<file path="src/include/smr_map.svh">
// smr_map.svh: byte values, field positions and timing counts for the router
// assumes a 40 MHz system clock; included by bare name
`ifndef SMR_MAP_SVH
`define SMR_MAP_SVH
`define SMR_CLK_HZ        40000000
`define SMR_BAUD_MAX      115200
`define SMR_OVS           16
`define SMR_DIV_MAX       (`SMR_CLK_HZ / (`SMR_OVS * `SMR_BAUD_MAX))
`define SMR_DIV_DEF       16'h0015
`define SMR_SYNC_BYTE     8'hAA
`define SMR_DEVNUM_DEF    7'h0B
`define SMR_CMD_BIT       7
`define SMR_FRAME_BITS    10
`define SMR_FIFO_DEPTH    8
`endif

</file>
<file path="src/include/smr_pkg.sv">
// smr_pkg.sv: shared types for the serial mode router
// assumes smr_map.svh is included where constants are needed
package smr_pkg;
  typedef enum logic [1:0] {
    SMR_DUAL,
    SMR_CHAIN,
    SMR_LINE
  } smr_mode_t;
endpackage

</file>
<file path="src/include/smr_if.sv">
// smr_if.sv: serial line pair between router and far-end serial device
// assumes both ends share clk; the line itself is plain push-pull
`timescale 1ns/100ps
interface smr_if;
  logic dev_tx;  // router to partner
  logic dev_rx;  // partner to router
  modport dev (output dev_tx, input dev_rx);
  modport far (input dev_tx, output dev_rx);
endinterface

</file>
<file path="src/verilog/smr_fifo.sv">
// smr_fifo.sv: small synchronous fifo with valid/ready on both sides
// assumes one clock and synchronous active-low reset
`timescale 1ns/100ps
module smr_fifo #(
  parameter int W = 8,
  parameter int D = 8
) (
  input  wire logic         clk,
  input  wire logic         rst_n,
  input  wire logic [W-1:0] in_data,
  input  wire logic         in_valid,
  output logic              in_ready,
  output logic [W-1:0]      out_data,
  output logic              out_valid,
  input  wire logic         out_ready
);
  localparam int AW = $clog2(D);
  logic [W-1:0] mem [D];
  logic [AW-1:0] wp;
  logic [AW-1:0] rp;
  logic [AW:0]   cnt;
  wire push = in_valid && in_ready;
  wire pop  = out_valid && out_ready;
  assign in_ready  = (cnt != (AW+1)'(D));
  assign out_valid = (cnt != '0);
  assign out_data  = mem[rp];
  // pointers wrap at power-of-two depth only
  always_ff @(posedge clk) begin
    if (!rst_n) begin
      wp  <= '0;
      rp  <= '0;
      cnt <= '0;
    end else begin
      if (push) wp <= wp + 1'b1;
      if (pop) rp <= rp + 1'b1;
      cnt <= cnt + (AW+1)'(push) - (AW+1)'(pop);
    end
  end
  always_ff @(posedge clk) begin
    if (push) mem[wp] <= in_data;
  end
endmodule // smr_fifo

</file>
<file path="src/verilog/smr_router.sv">
// smr_router.sv: serial mode router between two host channels, the
// rx/tx line and the command parser; 8-N-1 framing with auto-baud
// assumes host channels are byte streams with valid/ready on clk
// Function
// - rx bytes accepted only in serial input
// - dual mode: commands and replies on control
// - dual mode: bridge to tx, rx to bridge
// - dual mode baud comes from bridge channel
// - chained: control bytes to tx and parser
// - chained: replies only to control channel
// - chained: rx goes to control, not parser
// - chained baud from control; bridge idle
// - line mode: rx commands, tx replies, copy
// - line mode drops control writes; bridge unused
// - line mode fixed or 0xAA-detected baud
// - line mode only with serial input
// - frames are 8-N-1 both directions
// - idle high, start low, lsb first
// - stop bit high, ten bit times
// - up to 115200 baud back to back
// - sender sends 0xAA before commands
// - msb set marks command byte
// - packet is command plus its data
// - addressed packet: 0xAA, number, command
// - both packet forms, mismatched number ignored
`timescale 1ns/100ps
`include "smr_map.svh"
module smr_router #(
  parameter logic [15:0] FIXED_DIV = `SMR_DIV_DEF,
  parameter logic [6:0]  DEV_NUM   = `SMR_DEVNUM_DEF
) (
  input  wire logic             clk,
  input  wire logic             rst_n,
  smr_if.dev                    line,
  input  wire smr_pkg::smr_mode_t mode,
  input  wire logic             serial_input,
  input  wire logic             auto_baud,
  input  wire logic [15:0]      ctl_div,
  input  wire logic [15:0]      brg_div,
  input  wire logic [7:0]       ctl_in_data,
  input  wire logic             ctl_in_valid,
  output logic                  ctl_in_ready,
  output logic [7:0]            ctl_out_data,
  output logic                  ctl_out_valid,
  input  wire logic [7:0]       brg_in_data,
  input  wire logic             brg_in_valid,
  output logic                  brg_in_ready,
  output logic [7:0]            brg_out_data,
  output logic                  brg_out_valid,
  output logic [7:0]            par_data,
  output logic                  par_cmd,
  output logic                  par_valid,
  input  wire logic [7:0]       rsp_data,
  input  wire logic             rsp_valid,
  output logic                  rsp_ready,
  output logic                  baud_locked
);
  function automatic logic is_cmd(input logic [7:0] b);
    return b[`SMR_CMD_BIT];
  endfunction

  logic        s1, s2;
  logic [15:0] div_cnt;
  logic [15:0] det_div;
  logic [15:0] rcnt;
  logic [3:0]  rbit;
  logic [7:0]  rsh;
  logic [7:0]  rx_byte;
  logic        rx_stb;
  logic [3:0]  tph;
  logic [3:0]  tbit;
  logic [9:0]  tsh;
  logic        tbusy;
  logic [19:0] mcnt;
  logic        mrun;
  logic        addr_st;
  logic        addr_num;
  logic        drop_pkt;
  logic [7:0]  f_data;
  logic        f_valid;
  logic        f_ready;
  logic        f_ready_in;
  logic        sync_done;

  wire dual_m = (mode == smr_pkg::SMR_DUAL);
  wire chain_m = (mode == smr_pkg::SMR_CHAIN);
  wire line_m = (mode == smr_pkg::SMR_LINE) && serial_input;
  wire rx_en = serial_input;
  // baud source per mode
  wire [15:0] sel_div = dual_m ? brg_div :
                        chain_m ? ctl_div :
                        auto_baud ? det_div : FIXED_DIV;
  wire ovs_tick = (div_cnt == '0);
  // tx source per mode; responses never use tx in chained mode
  wire tx_src_v = dual_m ? brg_in_valid :
                  chain_m ? ctl_in_valid :
                  line_m ? f_valid : 1'b0;
  wire [7:0] tx_src_d = dual_m ? brg_in_data :
                        chain_m ? ctl_in_data : f_data;
  wire tx_take = tx_src_v && !tbusy;
  assign f_ready = line_m && !tbusy;
  // line mode discards control writes; dual sends them to the parser
  assign ctl_in_ready = chain_m ? !tbusy :
                        (dual_m || line_m || !serial_input);
  assign brg_in_ready = dual_m && !tbusy;
  wire resp_host = !line_m;
  // an rx copy owns the control channel that cycle; the reply waits
  wire rx_to_ctl = rx_stb && (chain_m || line_m);
  assign rsp_ready = resp_host ? !rx_to_ctl : f_ready_in;

  // response buffer toward tx in line mode; stalls the parser reply port
  smr_fifo #(.W(8), .D(`SMR_FIFO_DEPTH)) u_rsp_fifo (
    .clk(clk), .rst_n(rst_n),
    .in_data(rsp_data), .in_valid(rsp_valid && line_m),
    .in_ready(f_ready_in),
    .out_data(f_data), .out_valid(f_valid), .out_ready(f_ready));

  // oversample divider, reloads from the selected rate
  always_ff @(posedge clk) begin
    if (!rst_n) div_cnt <= '0;
    else if (ovs_tick) div_cnt <= sel_div - 16'h0001;
    else div_cnt <= div_cnt - 16'h0001;
  end

  // rx synchroniser and 16x receiver, sampling at phase 8
  always_ff @(posedge clk) begin
    if (!rst_n) begin
      s1 <= 1'b1; s2 <= 1'b1;
      rcnt <= '0; rbit <= '0; rsh <= '0;
      rx_byte <= '0; rx_stb <= 1'b0;
    end else begin
      s1 <= line.dev_rx;
      s2 <= s1;
      rx_stb <= 1'b0;
      if (rbit == '0) begin
        if (rx_en && !s2 && ovs_tick) begin
          rbit <= 4'h1;
          rcnt <= '0;
        end
      end else if (ovs_tick) begin
        rcnt <= rcnt + 16'h0001;
        if (rcnt[3:0] == 4'h7) begin
          if (rbit == 4'h1 && s2) rbit <= '0;         // false start
          else if (rbit == 4'hA) begin
            rbit <= '0;
            rx_stb <= s2;
            rx_byte <= rsh;
          end else begin
            if (rbit >= 4'h2) rsh <= {s2, rsh[7:1]};
            rbit <= rbit + 4'h1;
          end
        end
      end
    end
  end

  // auto-baud: 0xAA sends start and a zero lsb, so its first low run is
  // two bits; a shorter run means a rate above the top baud and no lock
  wire run_ok = (mcnt >= 20'(2 * `SMR_OVS * `SMR_DIV_MAX - `SMR_OVS));
  always_ff @(posedge clk) begin
    if (!rst_n) begin
      mcnt <= '0; mrun <= 1'b0;
      det_div <= FIXED_DIV; baud_locked <= 1'b0;
    end else if (!(line_m && auto_baud)) begin
      baud_locked <= 1'b0;
      mrun <= 1'b0;
    end else if (!baud_locked) begin
      if (!mrun && !s2) begin
        mrun <= 1'b1; mcnt <= '0;
      end else if (mrun && !s2) mcnt <= mcnt + 20'h00001;
      else if (mrun && s2) begin
        mrun <= 1'b0;
        det_div <= 16'((mcnt + 20'h00010) >> 5);  // rounded, per 1/16 bit
        if (run_ok) baud_locked <= 1'b1;
      end
    end
  end

  // transmitter: ten-bit frame, back to back allowed
  always_ff @(posedge clk) begin
    if (!rst_n) begin
      tbusy <= 1'b0; tsh <= 10'h3FF; tph <= '0; tbit <= '0;
      line.dev_tx <= 1'b1;
    end else if (tx_take) begin
      tbusy <= 1'b1;
      tsh <= {1'b1, tx_src_d, 1'b0};
      tph <= '0; tbit <= '0;
    end else if (tbusy && ovs_tick) begin
      line.dev_tx <= tsh[0];
      tph <= tph + 4'h1;
      if (tph == 4'hF) begin
        tsh <= {1'b1, tsh[9:1]};
        tbit <= tbit + 4'h1;
        if (tbit == 4'(`SMR_FRAME_BITS - 1)) tbusy <= 1'b0;
      end
    end
  end

  // the sync character only sets the rate; parsing starts after it
  always_ff @(posedge clk) begin
    if (!rst_n || !(line_m && auto_baud && baud_locked)) sync_done <= 1'b0;
    else if (rx_stb) sync_done <= 1'b1;
  end

  // addressed-packet filter on parser-bound rx and control bytes
  wire rx_to_par = rx_stb && line_m && !(auto_baud && !sync_done);
  wire ctl_to_par = ctl_in_valid && ctl_in_ready && (dual_m || chain_m);
  wire [7:0] pin = rx_to_par ? rx_byte : ctl_in_data;
  wire pv = rx_to_par || ctl_to_par;
  wire sync_b = (pin == `SMR_SYNC_BYTE);
  always_ff @(posedge clk) begin
    if (!rst_n) begin
      addr_st <= 1'b0; addr_num <= 1'b0; drop_pkt <= 1'b0;
      par_data <= '0; par_cmd <= 1'b0; par_valid <= 1'b0;
    end else begin
      par_valid <= 1'b0;
      if (pv) begin
        if (sync_b) begin
          addr_st <= 1'b1; drop_pkt <= 1'b0;
        end else if (addr_st) begin
          addr_st <= 1'b0;
          addr_num <= 1'b1;
          drop_pkt <= (pin[6:0] != DEV_NUM);
        end else if (addr_num) begin
          addr_num <= 1'b0;
          par_data <= {1'b1, pin[6:0]};
          par_cmd <= 1'b1;
          par_valid <= !drop_pkt;
        end else begin
          if (is_cmd(pin)) drop_pkt <= 1'b0;
          par_data <= pin;
          par_cmd <= is_cmd(pin);
          par_valid <= !(drop_pkt && !is_cmd(pin));
        end
      end
    end
  end

  // host-bound streams: rx copy and responses
  always_ff @(posedge clk) begin
    if (!rst_n) begin
      ctl_out_data <= '0; ctl_out_valid <= 1'b0;
      brg_out_data <= '0; brg_out_valid <= 1'b0;
    end else begin
      brg_out_valid <= rx_stb && dual_m;
      brg_out_data <= rx_byte;
      ctl_out_valid <= 1'b0;
      if (rx_stb && (chain_m || line_m)) begin
        ctl_out_valid <= 1'b1;
        ctl_out_data <= rx_byte;
      end else if (rsp_valid && resp_host) begin
        ctl_out_valid <= 1'b1;
        ctl_out_data <= rsp_data;
      end
    end
  end
endmodule // smr_router

</file>
<file path="src/flat_wrapper.sv">
// flat-port wrapper written by rule: the top's interface ports become plain ports
module smr_router_flat 
#(
  parameter logic [15:0] FIXED_DIV = `SMR_DIV_DEF,
  parameter logic [6:0]  DEV_NUM   = `SMR_DEVNUM_DEF
)
  (clk, rst_n, mode, serial_input, auto_baud, ctl_div, brg_div, ctl_in_data, ctl_in_valid, ctl_in_ready, ctl_out_data, ctl_out_valid, brg_in_data, brg_in_valid, brg_in_ready, brg_out_data, brg_out_valid, par_data, par_cmd, par_valid, rsp_data, rsp_valid, rsp_ready, baud_locked, line_dev_tx, line_dev_rx);
  smr_if line_i ();
  input  wire logic clk;
  input  wire logic rst_n;
  input  wire smr_pkg::smr_mode_t mode;
  input  wire logic serial_input;
  input  wire logic auto_baud;
  input  wire logic [15:0] ctl_div;
  input  wire logic [15:0] brg_div;
  input  wire logic [7:0] ctl_in_data;
  input  wire logic ctl_in_valid;
  output logic ctl_in_ready;
  output logic [7:0] ctl_out_data;
  output logic ctl_out_valid;
  input  wire logic [7:0] brg_in_data;
  input  wire logic brg_in_valid;
  output logic brg_in_ready;
  output logic [7:0] brg_out_data;
  output logic brg_out_valid;
  output logic [7:0] par_data;
  output logic par_cmd;
  output logic par_valid;
  input  wire logic [7:0] rsp_data;
  input  wire logic rsp_valid;
  output logic rsp_ready;
  output logic baud_locked;
  output wire logic [$bits(line_i.dev_tx)-1:0] line_dev_tx;
  input wire logic [$bits(line_i.dev_rx)-1:0] line_dev_rx;
  assign line_dev_tx = line_i.dev_tx;
  assign line_i.dev_rx = line_dev_rx;
  smr_router #(.FIXED_DIV(FIXED_DIV), .DEV_NUM(DEV_NUM)) u_core (.clk(clk), .rst_n(rst_n), .line(line_i), .mode(mode), .serial_input(serial_input), .auto_baud(auto_baud), .ctl_div(ctl_div), .brg_div(brg_div), .ctl_in_data(ctl_in_data), .ctl_in_valid(ctl_in_valid), .ctl_in_ready(ctl_in_ready), .ctl_out_data(ctl_out_data), .ctl_out_valid(ctl_out_valid), .brg_in_data(brg_in_data), .brg_in_valid(brg_in_valid), .brg_in_ready(brg_in_ready), .brg_out_data(brg_out_data), .brg_out_valid(brg_out_valid), .par_data(par_data), .par_cmd(par_cmd), .par_valid(par_valid), .rsp_data(rsp_data), .rsp_valid(rsp_valid), .rsp_ready(rsp_ready), .baud_locked(baud_locked));
endmodule
</file>
<file path="config.mk">
export PLATFORM = sky130hd
export DESIGN_NAME = smr_router_flat
export DESIGN_NICKNAME = d
export VERILOG_FILES = /design/src/include/smr_pkg.sv /design/src/include/smr_if.sv /design/src/verilog/smr_fifo.sv /design/src/verilog/smr_router.sv /design/src/flat_wrapper.sv
export VERILOG_INCLUDE_DIRS = /design/src /design/src/include
export SDC_FILE = /design/constraint.sdc
export NUM_CORES = 1
export LEC_CHECK = 0
export BUFFER_PORTS_ARGS = -buffer_cell sky130_fd_sc_hd__buf_2
export CORE_ASPECT_RATIO = 0.9
export CORE_UTILIZATION = 52
export DETAILED_ROUTE_END_ITERATION = 6
export PLACE_DENSITY = 0.72
export SYNTH_ARGS = -nofsm -noshare
export SYNTH_HDL_FRONTEND = slang
export SYNTH_SLANG_ARGS = --single-unit
</file>
<file path="constraint.sdc">
create_clock -name clk -period 3.78 [get_ports clk]
set_input_delay 0.756 -clock clk [delete_from_list [all_inputs] [get_ports clk]]
set_output_delay 0.756 -clock clk [all_outputs]
set_load 0.05 [all_outputs]
</file>
==> results.yml, run 1 <==
setup_path:
  required_ps: 4110
  crit_path_max_fanout: 15
  worstRegToRegCells: 11
  worstPathArrival_ps: 3170
  critPathCaptureType: "flop"
  path_class: "reg2reg"
  critPathLaunchType: "flop"
floorplanning:
  die_w_um: 146
  start_util: 0.529
  ios: 99
  die_area_um2: 19200
  rows: 47
  die_h_um: 132
  core_um2: 18300
synthesis:
  netlist_instances: 969
  synth_compound_area_frac: 0.118
  synthMuxAreaShare: 0.0987
  synth_fa_ha_area_frac: 0.0304
  synth_area_um2: 9710
  synthesis.nets: 1058
  netlist-cell-type-count: 69
  syn_avg_cell_area_um2: 10.0
  synth_top_flop_cell: "dfxtp_1"
  synth_top_family_by_area: "simple AND/OR/NAND/NOR gates"
  synth_edf_count: 64
  ys_seq_area_frac: 0.493
  synth-simple-area-share: 0.188
  synth_xor_xnor_area_share: 0.0343
  async_flop_share: 0
  yosysWarnings: 0
  yosys_register_bits: 207
routing:
  wl_um: 22500
  drt_iter0_markers: 491
  first_pass_iters: 5
  viasPerCell: 5.63
  drc: 0
  wl_per_cell_um: 17.1
  ant_nets: 0
  vias: 7412
power_and_ir_drop:
  p_per_area_nw_per_um2: 524
  peakVddDrop_uv: 336
  leakage_nw: 4.32
run:
  cap_viol_max_count: 0
cts:
  cts_tree: "yes"
  cts_setup_buffers: 0
  clk_pin_slew_ps: 60
  clock_sinks: 207
  cts.hold.buffers_added: 0
  cts-buffers-inserted: 22
  clk_path_buf_depth: 3
  clock-root-buffer: "clkbuf_16"
  cts_resized: 0
  cts_max_level: 1
  clk_latency_ps: 500
placement:
  io_buffers: 98
  dpl.cell_count: 1276
  gp_congestion: 0.862
  hpwl_um: 15700
sta:
  clock.fmax_ghz: 0.352
  fin_setup_tns_ps: 0
  fin_skew_ps: 10.6
  final-hold-violation-count: 0
  relSlewSlack: 0.239
  rsz0062_at_grt: "no"
  setup_violations: 0
  post-route-min-period_ps: 2840
  finalMaxSlewViolations: 0
  fin_crit_sh: 0.751
  tightest_slew_ps: 1140
final_layout:
  layout-drive-gt1-share: 0.178
  layout_common_cells: "143 x dfxtp_1, 119 x nor2_1, 98 x buf_2"
  stdcell_count: 1316
  n_antenna_cell: 0
  area_delta_synth_final_pct: 15.8
  layout_commonest_cell: "dfxtp_1"
  nets: 1144
grt:
  antenna_found_initial: 1
  grt-ovfl-total: 0
  busiest_layer: "met2"
  grt_max_degree: 64
  gr-usage-met2: 0.365
  use_met1: 0.341
  grt_first_pass_wirelength_um: 36300
  grt.met3_usage: 0.0316
  grt_pass1_vias: 6986
  track_usage: 0.235
worst_hold_path:
  min_path_type: "reg2reg"
  hold_path_depth: 1
outcome:
  status: "finished clean"
==> state kept, by name (all words and copies together), names as in the netlist, 7 cells and up, named ones only <==
name and cells:
u_core.brg_out_data 8, u_core.ctl_out_data 8, u_core.det_div 15, u_core.div_cnt 16, u_core.mcnt 20, u_core.par_data 7
u_core.rsh 8, u_core.rx_byte 8, u_core.tsh 9, u_core.u_rsp_fifo.mem 64
==> through the flow <==
| stage | hold WS (ps) | util | worst slack, ps | area (um^2) | total power [W] |
|---|---|---|---|---|---|
| floorplan | 386 | - | 322 | 9710 | 0.00323 |
| global placement | 392 | 0.567 | 670 | 10400 | 0.00347 |
| detailed placement | 412 | 0.567 | 487 | 10400 | 0.00349 |
| CTS | 426 | 0.613 | 938 | 11200 | 0.00591 |
| global route | 454 | 0.613 | 594 | 11200 | 0.00613 |
| finish | 428 | 0.613 | 940 | 11200 | 0.00589 |
==> synthesized netlist by cell type, drive strengths merged (4+ instances only) <==
library cell / n / area, um^2
buf: 23 / 141
nand2: 76 / 285
nand3b: 10 / 75.1
edfxtp: 64 / 1920
o21a: 5 / 37.5
o31a: 4 / 35.0
xor2: 17 / 149
inv: 23 / 86.3
a211oi: 28 / 210
nor3b: 4 / 30.0
mux2i: 56 / 561
a311oi: 12 / 105
nor4: 12 / 75.1
nor2: 119 / 447
clkbuf: 36 / 135
a31oi: 10 / 62.6
o21ai: 49 / 260
and2: 12 / 75.1
xnor2: 21 / 184
mux4: 16 / 360
nand3: 31 / 155
a21oi: 43 / 226
nand4: 9 / 56.3
and4: 4 / 35.0
ha: 22 / 275
nand2b: 6 / 37.5
dfxtp: 143 / 2860
nor3: 30 / 166
nor2b: 13 / 81.3
or3: 13 / 81.3
and3: 18 / 113
==> routing by layer <==
metal  vias to the layer above  routed length [um]  part of all wire
met5                         -                  11           0.00049
met4                         2                 523             0.023
met1                      3510               10700              0.47
met2                       179               10100              0.45
met3                        41                1220             0.054
li1                       3680                   -                 -
==> cells by family (layout without fill, tap and decap cells) <==
family / count (synthesis) / in the layout
buffers and inverters: 82 / 184
adders and majority gates: 23 / 23
muxes: 75 / 75
and+or+nand+nor: 369 / 369
AOI/OAI and AO/OA: 175 / 175
DFF: 207 / 207
xor gates and xnor gates: 38 / 38
==> path summary, 6_finish.rpt <==
| kind | from | to | slack (ps) |
|---|---|---|---|
| worst min-delay path | u_core.s1 | u_core.s2 | 430 |
| worst min register to register | u_core.s1 | u_core.s2 | 430 |
| worst max-delay path | u_core.div_cnt[11] | u_core.div_cnt[10] | 940 |
| worst max register to register | u_core.div_cnt[11] | u_core.div_cnt[10] | 940 |
==> worst max-delay path: stages (launching register included) <==
cell,delay (ps)
dfxtp_1,330
nor3_1,480
nand4_1,330
nor2_1,340
buf_4,280
a21oi_1,90
ha_1,230
nand2b_1,110
nor4_1,80
o21ai_2,150
o31a_1,190
nor3_1,50
==> final cells by class <==
type	count	area [um^2]
fill	1585	7100
sequential	207	4780
multi-input combinational	680	4570
clock inverter	13	225
clock buffer	27	611
tap	245	307
inverter	23	86.3
timing repair buffer	121	663
==> where the power goes <==
part	switching [W]	internal [W]
combinational	0.000617	0.000372
clock	0.000873	0.00156
sequential	0.0000770	0.00239
total	0.00157	0.00432
(Power assumes the default switching activity.)
==> inputs of run 2 (changes only) <==
clock period = 2.7 ns   (was 3.78 ns; I/O delays follow)
==> run 2 against run 1 <==
- setup slack got worse by 720 ps
- die area unchanged
- cell count increased by 2.5%
- first-iteration DRC count increased by 19%
- final area increased by 1.7%
- core utilization increased by 1.1 points
- sequential share of layout area decreased by 0.72 points
- clock skew increased by 19 ps
- clock power increased by 25%
- register-to-register slack got worse by 650 ps
- clock-buffer cell count increased by 3
- critical path type is now in2out
==> results.yml, run 2 (synthesized netlist as in run 1, its figures left out) <==
outcome:
  status: "finished clean"
routing:
  viasPerCell: 5.66
  wl_per_cell_um: 17.3
  ant_nets: 0
  wl_um: 23300
  drc: 0
  first_pass_iters: 5
  vias: 7637
  drt_iter0_markers: 585
cts:
  clk_latency_ps: 510
  clock-root-buffer: "clkbuf_16"
  cts_setup_buffers: 0
  cts_max_level: 1
  cts_tree: "yes"
  cts.hold.buffers_added: 0
  cts-buffers-inserted: 22
  clk_path_buf_depth: 3
  clk_pin_slew_ps: 60
  clock_sinks: 207
  cts_resized: 0
setup_path:
  path_class: "in2out"
  critPathLaunchType: "primary input"
  critPathCaptureType: "output pin"
  crit_path_max_fanout: 11
  worstPathArrival_ps: 1940
  required_ps: 2160
sta:
  fin_setup_tns_ps: 0
  finalMaxSlewViolations: 0
  tightest_slew_ps: 631
  worst_slack_ps: 215
  setup_violations: 0
  fin_crit_sh: 0.920
  final-hold-violation-count: 0
  fin_skew_ps: 29.2
  post-route-min-period_ps: 2480
  rsz0062_at_grt: "no"
  relSlewSlack: 0.575
  hold_ws_ps: 226
  clock.fmax_ghz: 0.402
placement:
  hpwl_um: 16400
  gp_congestion: 0.864
  io_buffers: 98
  placed_cell_area_um2: 10700
  post-place-ws_ps: -175
floorplanning:
  rows: 47
  start_util: 0.529
  die_w_um: 146
  ios: 99
  core_um2: 18300
  die_h_um: 132
  die_area_um2: 19200
final_layout:
  n_antenna_cell: 0
  layout-drive-gt1-share: 0.207
  layout_commonest_cell: "dfxtp_1"
  area_delta_synth_final_pct: 17.8
  finalInstanceArea_um2: 11400
  nets: 1177
  largest_reg_flops: 64
  top_regs: "u_core.u_rsp_fifo.mem x64, u_core.mcnt x20, u_core.div_cnt x16"
  fillers: 1531
  regMostFlops: "u_core.u_rsp_fifo.mem"
  layout_common_cells: "143 x dfxtp_1, 119 x nor2_1, 98 x buf_2"
grt:
  grt_pass1_vias: 7127
  antenna_found_initial: 0
  grt-ovfl-total: 0
  track_usage: 0.242
  grt_first_pass_wirelength_um: 37400
  grt_max_degree: 52
power_and_ir_drop:
  peakVddDrop_uv: 434
  p_per_area_nw_per_um2: 701
  leakage_nw: 4.46
  totalPowerFinal_w: 0.00801
run:
  cap_viol_max_count: 0
worst_hold_path:
  min_path_type: "in2reg"
[run 2: path summary, 6_finish.rpt]
| path | start | to | slack, ps | cells past startpoint |
|---|---|---|---|---|
| worst max register to register | u_core.div_cnt[3] | u_core.div_cnt[12] | 290 | 10 |
| worst min-delay path | line_dev_rx | u_core.s1 | 230 | 2 |
| worst min register to register | u_core.s1 | u_core.s2 | 410 | 1 |
| worst max-delay path | mode[0] | rsp_ready | 220 | 6 |
[run 2: worst max-delay path: stages]
cell	delay (ps)
buf_2	130
buf_4	210
and3b_1	210
buf_4	140
a32oi_1	370
buf_2	350
[run 2: power by group]
part	switching (W)	internal [W]	leakage, nW
Sequential	0.000105	0.00334	1.74
Clock	0.00123	0.00180	0.371
Combinational	0.000907	0.000625	2.36
[run 2: metrics by stage]
| step | utilization | instances |
|---|---|---|
| floorplan | - | 969 |
| global placement | 0.583 | 1309 |
| detailed placement | 0.583 | 1309 |
| CTS | 0.623 | 1349 |
| global route | 0.623 | 1349 |
| finish | 0.623 | 1349 |
[run 2: cell type report]
cell class | instances | area, um^2 | area share
Timing Repair Buffer | 154 | 936 | 0.0818
Clock buffer | 30 | 652 | 0.0570
Clock inverter | 10 | 92.6 | 0.00810
Multi-Input combinational cell | 680 | 4580 | 0.400
Tap cell | 245 | 307 | 0.0268
Inverter | 23 | 86.3 | 0.00755
Sequential cell | 207 | 4780 | 0.418
[run 2: per-layer routing]
metal  up-vias  wire [um]  GRT usage
met3        35       1460     0.0403
li1       3754          -          -
met4         0        461     0.0613
met2       216      10200      0.365
met5         -          0          0
met1      3632      11200      0.361
